`src/verilog/ipg_cfg.svh`:
```
// Constants of the inter-packet gap and deference block: offsets, fields,
// reset values and counter limits.
// Assumes inclusion by bare name from the design files that need it.
`ifndef IPG_CFG_SVH
`define IPG_CFG_SVH

// Register byte offsets on the AXI4-Lite slave.
`define IPG_ADDR_W 8
`define IPG_OFS_CFG 8'h00
`define IPG_OFS_SET 8'h04
`define IPG_OFS_CLR 8'h08
`define IPG_OFS_INV 8'h0C
`define IPG_OFS_STAT 8'h10

// Gap configuration: reset value, implemented bits and field positions.
`define IPG_CFG_RESET 32'h0000_0C12
`define IPG_IMPL_MASK 32'h0000_7F7F
`define IPG_P1_MSB 14
`define IPG_P1_LSB 8
`define IPG_P2_MSB 6
`define IPG_P2_LSB 0

// Status register field positions.
`define IPG_ST_PHASE_LSB 0
`define IPG_ST_CARRIER 4
`define IPG_ST_DEFER_LSB 8
`define IPG_ST_LATE_LSB 16

// Accepted write strobe patterns: one word or one half-word.
`define IPG_STRB_WORD 4'hF
`define IPG_STRB_LO 4'h3
`define IPG_STRB_HI 4'hC

// Bus responses and counter limit.
`define IPG_RESP_OKAY 2'b00
`define IPG_RESP_SLVERR 2'b10
`define IPG_CNT_MAX 7'h7F

`endif

```
`src/verilog/ipg_pkg.sv`:
```
// Types shared by the inter-packet gap and deference block.
// Assumes nothing of its surroundings.
package ipg_pkg;

    // Gap phases, Gray coded along busy, window, remainder, ready.
    typedef enum logic [1:0] {
        IPG_BUSY = 2'b00,
        IPG_WINDOW = 2'b01,
        IPG_REST = 2'b11,
        IPG_READY = 2'b10
    } ipg_phase_type;

endpackage : ipg_pkg
```
`src/verilog/ipg_deference.sv`:
```
// Non-back-to-back inter-packet gap and deference for a MAC transmitter,
// with its configuration and status registers on an AXI4-Lite slave.
// Assumes a 20 MHz ref_clk, a time-unit tick from the MAC on that clock,
// and an asynchronous carrier sense from the PHY.
//
// What this block does
// Carrier seen during the first gap part makes the MAC defer.
// Carrier first seen after part one is ignored; gap completes, then transmit.
// Software keeps the first part between zero and the second; twelve advised.
// The 7-bit second part at bits 6-0 sets the gap length.
// Half-word and word writes act, byte writes are ignored, on all aliases.
// Bits 31-15 and bit 7 read zero and ignore writes.
// Gap timing starts when transmit or carrier ends, part one first.
//
// Register access over AXI4-Lite and the placing of the registers are this design's own decisions.
`timescale 1ns/10ps
`include "ipg_cfg.svh"

module ipg_deference (
    // Clock and reset.
    input wire logic ref_clk,
    input wire logic reset_n,
    // AXI4-Lite write address and data.
    input wire logic s_axi_awvalid,
    output logic s_axi_awready,
    input wire logic [7:0] s_axi_awaddr,
    input wire logic s_axi_wvalid,
    output logic s_axi_wready,
    input wire logic [31:0] s_axi_wdata,
    input wire logic [3:0] s_axi_wstrb,
    // AXI4-Lite write response.
    output logic s_axi_bvalid,
    input wire logic s_axi_bready,
    output logic [1:0] s_axi_bresp,
    // AXI4-Lite read.
    input wire logic s_axi_arvalid,
    output logic s_axi_arready,
    input wire logic [7:0] s_axi_araddr,
    output logic s_axi_rvalid,
    input wire logic s_axi_rready,
    output logic [31:0] s_axi_rdata,
    output logic [1:0] s_axi_rresp,
    // MAC transmit side.
    input wire logic tx_tick,
    input wire logic tx_request,
    input wire logic tx_active,
    output logic tx_go,
    output logic deferring,
    // PHY side.
    input wire logic carrier_sense
);
    import ipg_pkg::*;

    ////////////////////////////////////////////////////////////////////////
    // Reset release and carrier synchroniser.

    logic rst_meta_q;
    logic rst_n;
    logic crs_1_q;
    logic crs_2_q;
    logic crs_3_q;
    logic carrier_q;

    // Reset asserts at once but releases through two flops.
    always_ff @(posedge ref_clk or negedge reset_n) begin
        if (!reset_n) begin
            rst_meta_q <= 1'b0;
            rst_n <= 1'b0;
        end else begin
            rst_meta_q <= 1'b1;
            rst_n <= rst_meta_q;
        end
    end

    // Carrier only counts once the second and third stages agree, which
    // also filters single-cycle glitches on the pin.
    always_ff @(posedge ref_clk or negedge rst_n) begin
        if (!rst_n) begin
            crs_1_q <= 1'b0;
            crs_2_q <= 1'b0;
            crs_3_q <= 1'b0;
            carrier_q <= 1'b0;
        end else begin
            crs_1_q <= carrier_sense;
            crs_2_q <= crs_1_q;
            crs_3_q <= crs_2_q;
            if (crs_2_q == crs_3_q) begin
                carrier_q <= crs_3_q;
            end
        end
    end

    ////////////////////////////////////////////////////////////////////////
    // AXI4-Lite slave.

    logic [31:0] cfg_q;
    logic [7:0] defer_cnt_q;
    logic [7:0] late_cnt_q;
    logic [7:0] aw_addr_q;
    logic [31:0] wdata_q;
    logic [3:0] wstrb_q;
    logic aw_hold_q;
    logic w_hold_q;
    ipg_phase_type state_q;
    ipg_phase_type state_d;

    // Handshake decode.
    wire aw_take = s_axi_awvalid & s_axi_awready;
    wire w_take = s_axi_wvalid & s_axi_wready;
    wire ar_take = s_axi_arvalid & s_axi_arready;
    wire w_do = aw_hold_q & w_hold_q & ~s_axi_bvalid;

    // Write decode; byte-lane patterns other than a half or a word drop.
    wire strb_ok = (wstrb_q == `IPG_STRB_WORD) || (wstrb_q == `IPG_STRB_LO) ||
                   (wstrb_q == `IPG_STRB_HI);
    wire [31:0] lane_mask = {{16{wstrb_q[3]}}, {16{wstrb_q[1]}}};
    wire [31:0] wbits = wdata_q & lane_mask & `IPG_IMPL_MASK;
    wire hit_cfg = (aw_addr_q == `IPG_OFS_CFG);
    wire hit_set = (aw_addr_q == `IPG_OFS_SET);
    wire hit_clr = (aw_addr_q == `IPG_OFS_CLR);
    wire hit_inv = (aw_addr_q == `IPG_OFS_INV);
    wire w_mapped = hit_cfg | hit_set | hit_clr | hit_inv | (aw_addr_q == `IPG_OFS_STAT);
    wire [31:0] cfg_new = hit_cfg ? ((cfg_q & ~(lane_mask & `IPG_IMPL_MASK)) | wbits) :
                          hit_set ? (cfg_q | wbits) :
                          hit_clr ? (cfg_q & ~wbits) :
                          hit_inv ? (cfg_q ^ wbits) : cfg_q;
    wire cfg_we = w_do & strb_ok;
    wire [31:0] cfg_d = cfg_we ? cfg_new : cfg_q;

    // Read decode; the aliases read back the configuration itself.
    wire r_cfg = (s_axi_araddr == `IPG_OFS_CFG) || (s_axi_araddr == `IPG_OFS_SET) ||
                 (s_axi_araddr == `IPG_OFS_CLR) || (s_axi_araddr == `IPG_OFS_INV);
    wire r_stat = (s_axi_araddr == `IPG_OFS_STAT);
    wire [31:0] stat_word = {8'h00, late_cnt_q, defer_cnt_q, 3'b000, carrier_q,
                             2'b00, state_q};
    wire [31:0] rd_word = r_cfg ? (cfg_q & `IPG_IMPL_MASK) :
                          r_stat ? stat_word : 32'h0000_0000;

    // Write channels: each may arrive first; the response follows both.
    always_ff @(posedge ref_clk or negedge rst_n) begin
        if (!rst_n) begin
            s_axi_awready <= 1'b0;
            s_axi_wready <= 1'b0;
            aw_hold_q <= 1'b0;
            w_hold_q <= 1'b0;
            aw_addr_q <= 8'h00;
            wdata_q <= 32'h0000_0000;
            wstrb_q <= 4'h0;
            s_axi_bvalid <= 1'b0;
            s_axi_bresp <= `IPG_RESP_OKAY;
            cfg_q <= `IPG_CFG_RESET;
        end else begin
            s_axi_awready <= ~aw_take & ~aw_hold_q & ~w_do;
            s_axi_wready <= ~w_take & ~w_hold_q & ~w_do;
            if (aw_take) begin
                aw_hold_q <= 1'b1;
                aw_addr_q <= s_axi_awaddr;
            end else if (w_do) begin
                aw_hold_q <= 1'b0;
            end
            if (w_take) begin
                w_hold_q <= 1'b1;
                wdata_q <= s_axi_wdata;
                wstrb_q <= s_axi_wstrb;
            end else if (w_do) begin
                w_hold_q <= 1'b0;
            end
            if (w_do) begin
                s_axi_bvalid <= 1'b1;
                s_axi_bresp <= w_mapped ? `IPG_RESP_OKAY : `IPG_RESP_SLVERR;
            end else if (s_axi_bready) begin
                s_axi_bvalid <= 1'b0;
            end
            cfg_q <= cfg_d;
        end
    end

    // Read channel: data is captured at the address handshake.
    always_ff @(posedge ref_clk or negedge rst_n) begin
        if (!rst_n) begin
            s_axi_arready <= 1'b0;
            s_axi_rvalid <= 1'b0;
            s_axi_rdata <= 32'h0000_0000;
            s_axi_rresp <= `IPG_RESP_OKAY;
        end else begin
            s_axi_arready <= ~ar_take & ~s_axi_rvalid & ~s_axi_arready;
            if (ar_take) begin
                s_axi_rvalid <= 1'b1;
                s_axi_rdata <= rd_word;
                s_axi_rresp <= (r_cfg | r_stat) ? `IPG_RESP_OKAY : `IPG_RESP_SLVERR;
            end else if (s_axi_rready) begin
                s_axi_rvalid <= 1'b0;
            end
        end
    end

    ////////////////////////////////////////////////////////////////////////
    // Gap timing and deference.

    logic [6:0] gap_cnt;
    logic part_one_done;
    logic gap_done;
    logic late_q;

    // A misprogrammed first part above the second simply leaves no room
    // for the second part; software keeps the order.  see
    ipg_gap_timer u_timer (
        .clk(ref_clk),
        .rst_n(rst_n),
        .restart(state_q == IPG_BUSY),
        .tick(tx_tick),
        .len_one(cfg_q[`IPG_P1_MSB:`IPG_P1_LSB]),
        .len_two(cfg_q[`IPG_P2_MSB:`IPG_P2_LSB]),
        .count(gap_cnt),
        .part_one_done(part_one_done),
        .gap_done(gap_done)
    );

    wire busy_now = carrier_q | tx_active;
    wire grant = (state_q == IPG_READY) & tx_request & ~tx_active & (~carrier_q | late_q);
    wire window_defer = (state_q == IPG_WINDOW) & busy_now;
    wire late_seen = (state_q == IPG_REST) & carrier_q & ~late_q;

    // Phase selection; the carrier window checks carrier before expiry.
    always_comb begin
        state_d = state_q;
        unique case (state_q)
            IPG_BUSY: if (!busy_now) state_d = IPG_WINDOW;
            IPG_WINDOW: begin
                if (busy_now) begin
                    state_d = IPG_BUSY;
                end else if (part_one_done) begin
                    state_d = IPG_REST;
                end
            end
            IPG_REST: begin
                if (tx_active) begin
                    state_d = IPG_BUSY;
                end else if (gap_done) begin
                    state_d = IPG_READY;
                end
            end
            IPG_READY: begin
                if (grant || tx_active || (carrier_q && !late_q)) begin
                    state_d = IPG_BUSY;
                end
            end
        endcase
    end

    // Phase, grant pulse and deference counters.
    always_ff @(posedge ref_clk or negedge rst_n) begin
        if (!rst_n) begin
            state_q <= IPG_BUSY;
            late_q <= 1'b0;
            tx_go <= 1'b0;
            deferring <= 1'b1;
            defer_cnt_q <= 8'h00;
            late_cnt_q <= 8'h00;
        end else begin
            state_q <= state_d;
            tx_go <= grant;
            deferring <= (state_d == IPG_BUSY);
            if (state_d == IPG_BUSY) begin
                late_q <= 1'b0;
            end else if (late_seen) begin
                late_q <= 1'b1;
            end
            if (window_defer) begin
                defer_cnt_q <= defer_cnt_q + 8'h01;
            end
            if (late_seen) begin
                late_cnt_q <= late_cnt_q + 8'h01;
            end
        end
    end

    ////////////////////////////////////////////////////////////////////////
    // Checks.

    a_window_defers: assert property (@(posedge ref_clk) disable iff (!rst_n)
        (state_q == IPG_WINDOW && carrier_q) |=> (state_q == IPG_BUSY && deferring))
        else $error("carrier in window did not defer");
    a_late_carrier_kept: assert property (@(posedge ref_clk) disable iff (!rst_n)
        (state_q == IPG_REST && carrier_q && !tx_active) |=> (state_q != IPG_BUSY))
        else $error("late carrier aborted the gap");
    a_gap_full_length: assert property (@(posedge ref_clk) disable iff (!rst_n)
        (state_q == IPG_REST && state_d == IPG_READY) |-> (gap_cnt >= cfg_q[6:0]))
        else $error("gap ended before second part length");
    a_byte_write_dropped: assert property (@(posedge ref_clk) disable iff (!rst_n)
        (w_do && !strb_ok) |=> $stable(cfg_q))
        else $error("byte write changed configuration");
    a_unimpl_reads_zero: assert property (@(posedge ref_clk) disable iff (!rst_n)
        $rose(s_axi_rvalid) |-> (s_axi_rdata[7] == 1'b0 || !$past(r_cfg)) &&
        (s_axi_rdata[31:15] == 17'h0_0000 || !$past(r_cfg)))
        else $error("unimplemented bit read as one");
    a_gap_restarts: assert property (@(posedge ref_clk) disable iff (!rst_n)
        (state_q == IPG_BUSY) ##1 (state_q == IPG_WINDOW) |-> (gap_cnt == 7'h00))
        else $error("gap did not restart from zero");
    a_go_needs_ready: assert property (@(posedge ref_clk) disable iff (!rst_n)
        tx_go |-> ($past(state_q) == IPG_READY && $past(tx_request)) ##1 !tx_go)
        else $error("transmit granted outside ready phase");

endmodule : ipg_deference

```
`src/verilog/ipg_gap_timer.sv`:
```
// Gap timer: counts transmit time units since the medium went quiet.
// Assumes tick is a one-cycle pulse on the same clock, one per time unit.
`timescale 1ns/10ps
`include "ipg_cfg.svh"

module ipg_gap_timer (
    // Clock and reset.
    input wire logic clk,
    input wire logic rst_n,
    // Control.
    input wire logic restart,
    input wire logic tick,
    input wire logic [6:0] len_one,
    input wire logic [6:0] len_two,
    // Results.
    output logic [6:0] count,
    output logic part_one_done,
    output logic gap_done
);
    import ipg_pkg::*;

    logic [6:0] cnt_q;
    logic [6:0] cnt_d;

    // The count saturates so that a long quiet spell never wraps back
    // into the carrier window.
    assign cnt_d = restart ? 7'h00 :
                   (tick && cnt_q != `IPG_CNT_MAX) ? cnt_q + 7'h01 : cnt_q;
    assign count = cnt_q;
    assign part_one_done = (cnt_q >= len_one);
    assign gap_done = (cnt_q >= len_two);

    // Counter register.
    always_ff @(posedge clk or negedge rst_n) begin
        if (!rst_n) begin
            cnt_q <= 7'h00;
        end else begin
            cnt_q <= cnt_d;
        end
    end

endmodule : ipg_gap_timer

```
`config.mk`:
```
export PLATFORM = sky130hd
export DESIGN_NAME = ipg_deference
export DESIGN_NICKNAME = d
export VERILOG_FILES = /design/src/verilog/ipg_pkg.sv /design/src/verilog/ipg_deference.sv /design/src/verilog/ipg_gap_timer.sv
export VERILOG_INCLUDE_DIRS = /design/src /design/src/verilog
export SDC_FILE = /design/constraint.sdc
export NUM_CORES = 1
export LEC_CHECK = 0
export BUFFER_PORTS_ARGS = -buffer_cell sky130_fd_sc_hd__buf_2
export CAP_MARGIN = 20
export CORE_AREA = 10 10 159 161
export CTS_BUF_LIST = sky130_fd_sc_hd__clkbuf_2
export CTS_CLUSTER_DIAMETER = 80
export CTS_CLUSTER_SIZE = 12
export DETAILED_ROUTE_END_ITERATION = 6
export DIE_AREA = 0 0 169 171
export MAX_ROUTING_LAYER = met4
export PLACE_DENSITY = 0.4
export SYNTH_ARGS = -nofsm -noshare
export SYNTH_HDL_FRONTEND = slang
export SYNTH_SLANG_ARGS = --single-unit
```
`constraint.sdc`:
```
create_clock -name ref_clk -period 7.88 [get_ports ref_clk]
set_input_delay 0.788 -clock ref_clk [delete_from_list [all_inputs] [get_ports ref_clk]]
set_output_delay 0.788 -clock ref_clk [all_outputs]
set_load 0.02 [all_outputs]
```
==> metrics.txt <==
FMAX=405 MHz; clk_lat worst skew=roughly 0.64 ns; Starting Density=24.5%; Slew Limit Fails=0; largest net degree at the start of global routing=approximately 70; initial antenna violation count=1; post-DR vias/cell=roughly 4.4; drt drc=0; number of DRC markers in iteration 0=around 150; sequential share of power=47.9%; Hold WC Path Type=primary input to flop; Worst Hold End=crs_1_q; RSZ-0062 raised after global routing=false; Die ar.=approximately 29000 um^2; Setup CP Type=flop to flop; Avg Cell Area, Syn=~11 um^2; # IOs=around 110; first-pass GRT wire length=~22000 um; Slew headroom=slightly above 40%; post-CTS setup buffer count=0; CTS H-tree lvls=3; # rows=55; area grow syn2layout=14.8%; GRT Total Usage=under 10%; Gate power share=about 34%; DR pass1 iterations=4; hold path cells=1; R2R setup slack=about 5.4 ns; CTS Root Cell=clkbuf_2; Vias=3894; crit end category=flop; CTS sink cnt=approximately 110; Power Dens Cells=approximately 260 nW/um^2; asr flop ratio synth=100%; maximum VDD drop=about 110 uV; unique cell type count in the Yosys netlist=slightly below 50; crit path launch=aw_addr_q[7]; crit-path max FO=27; Tcrit/Tclk final=approximately a third; DIE HEIGHT=171 um; number of flops mapped to enable cells by yosys=0; total of max-cap violations=0; Syn Std Cell Area=about 5500 um^2; post-route ant nets=0; Final Instance Area=approximately 6300 um^2; R2R cell count=4; clk_skew=about 0.041 ns; switch share=a little under two fifths; fin crit period=about 2.5 ns; Core Box Area=about 22000 um^2; YS warnings=0; Pint=0.992 mW; GP Congestion=about 0.74; setup TNS=0 ns; total CTS buffers=9; clock network power share=approximately 18%; number of buffers inserted by port buffering=76; crit path launch type=flop; Psw=0.605 mW; Data required, critical path=~8.5 ns; clock buffer depth=2; Reg2Reg Launch Point=aw_addr_q[7]; Syn Inst Count=about 520; Die W=169 um; DR WL/cell=15.3 um; DP HPWL=approximately 10000 um; post-cts resize count=0; worst hold start=carrier_sense; CP Data Arrival Time=a little over 3 ns; share of layout cells above drive strength 1=between 20 and 25%; final net count=~700; most frequent cells in the layout=dfrtp_1, nand2_1, buf_2, ha_1, o21ai_0; Synth Flop Type=dfrtp_1; CTS clk-pin slew, worst paths=roughly 0.33 ns; grt ovf=0; Final Hold Viols=0; #FFs+latches synth=about 110; Post-DP Area=a little over 6000 um^2; slew at the pin with the worst max-slew slack=roughly 0.89 ns; commonest non-fill, non-tap cell in the layout=dfrtp_1; vias in the first global route=about 4.2k; Leak=2.87 nW; Setup-failing EPs final=0; final WL=around 14000 um; CTS tree=done; outcome=complete, no violations; Seq/Total Area, Yosys=48.7%
-- worst max path at each step --
stage	end	cells after the start	slack, ns
6_report	flop	4	5.41
5_1_grt	flop	4	5.17
4_1_cts	flop	4	5.37
3_5_place_dp	s_axi_rdata[0]	6	5.11
3_3_place_gp	s_axi_rdata[12]	6	5.15
2_1_floorplan	asynchronous set/reset pin	0	4.72
-- critical path, cell delays in order, from the launching register on --
cell and delay [ns]:
dfrtp_1 0.49, nor4_4 0.34, nand2_2 0.30, a2111o_1 0.82
mux2_1 0.44
-- routing by layer --
layer | wire length [um] | share of wire (%) | global-route usage (%)
met3 | 632 | 4.7 | 2.68
met4 | 148 | 1.1 | 2.48
met1 | 6770 | 50 | 12.8
met5 | 0 | 0 | -
met2 | 5960 | 44 | 15.0
-- cell usage after synthesis, types with 10 or more instances --
cell type	n	area, um^2
nand2_1	83	312
dfrtp_1	101	2530
clkbuf_1	16	60.1
a22oi_1	10	75.1
buf_4	12	90.1
nor2_1	20	75.1
inv_1	25	93.8
o22ai_1	10	62.6
o21ai_0	37	185
ha_1	45	563
xnor2_1	11	96.3
mux2_2	28	315
o22a_1	10	87.6
mux2i_1	11	110
-- cells by family (layout without fill, tap and decap cells) --
family	after synthesis	in the layout	synth area share, %
AOI/OAI and AO/OA	107	107	12.6
xor gates and xnor gates	20	20	3.21
adders and majority gates	46	46	10.5
buffers and inverters	57	124	4.82
DFF	106	106	48.7
muxes	40	40	8.01
other	2	14	0.138
and+or+nand+nor	140	140	12.0
-- timing repair --
item | CTS | global route
hold buffers | 1 | 0
hold endpoints to repair | 2 | 0
setup endpoints to repair | 0 | 0
-- area by class of cell --
| class | count | area (um^2) |
|---|---|---|
| clock buffers | 9 | 45.0 |
| repair buffers | 83 | 439 |
| multi-input cells | 365 | 2570 |
| diodes | 2 | 5.00 |
| well taps | 285 | 357 |
| flip-flops and latches | 106 | 2660 |
| fillers | 2375 | 16000 |
| clock inverters | 7 | 86.3 |
| inverters | 25 | 93.8 |
-- power groups by stage --
stage | clock, mW | sequential (mW) | combinational, mW
3_3_place_gp | 0 | 0.772 | 0.530
6_report | 0.286 | 0.765 | 0.545
4_1_cts | 0.305 | 0.769 | 0.555
2_1_floorplan | 0 | 0.765 | 0.417
3_5_place_dp | 0 | 0.779 | 0.552
5_1_grt | 0.326 | 0.788 | 0.619
-- per-stage QoR --
stage	hold WS (ns)	setup slack [ns]	cells	utilization, %	power [mW]
2_1_floorplan	0.331	4.72	528	-	1.18
3_5_place_dp	0.331	5.11	861	27.4	1.33
3_3_place_gp	0.318	5.15	861	27.4	1.30
5_1_grt	0.143	5.17	882	28.2	1.73
6_report	0.236	5.41	882	28.2	1.60
4_1_cts	0.169	5.37	878	28.0	1.63
Power figures use the tool's default switching activity.
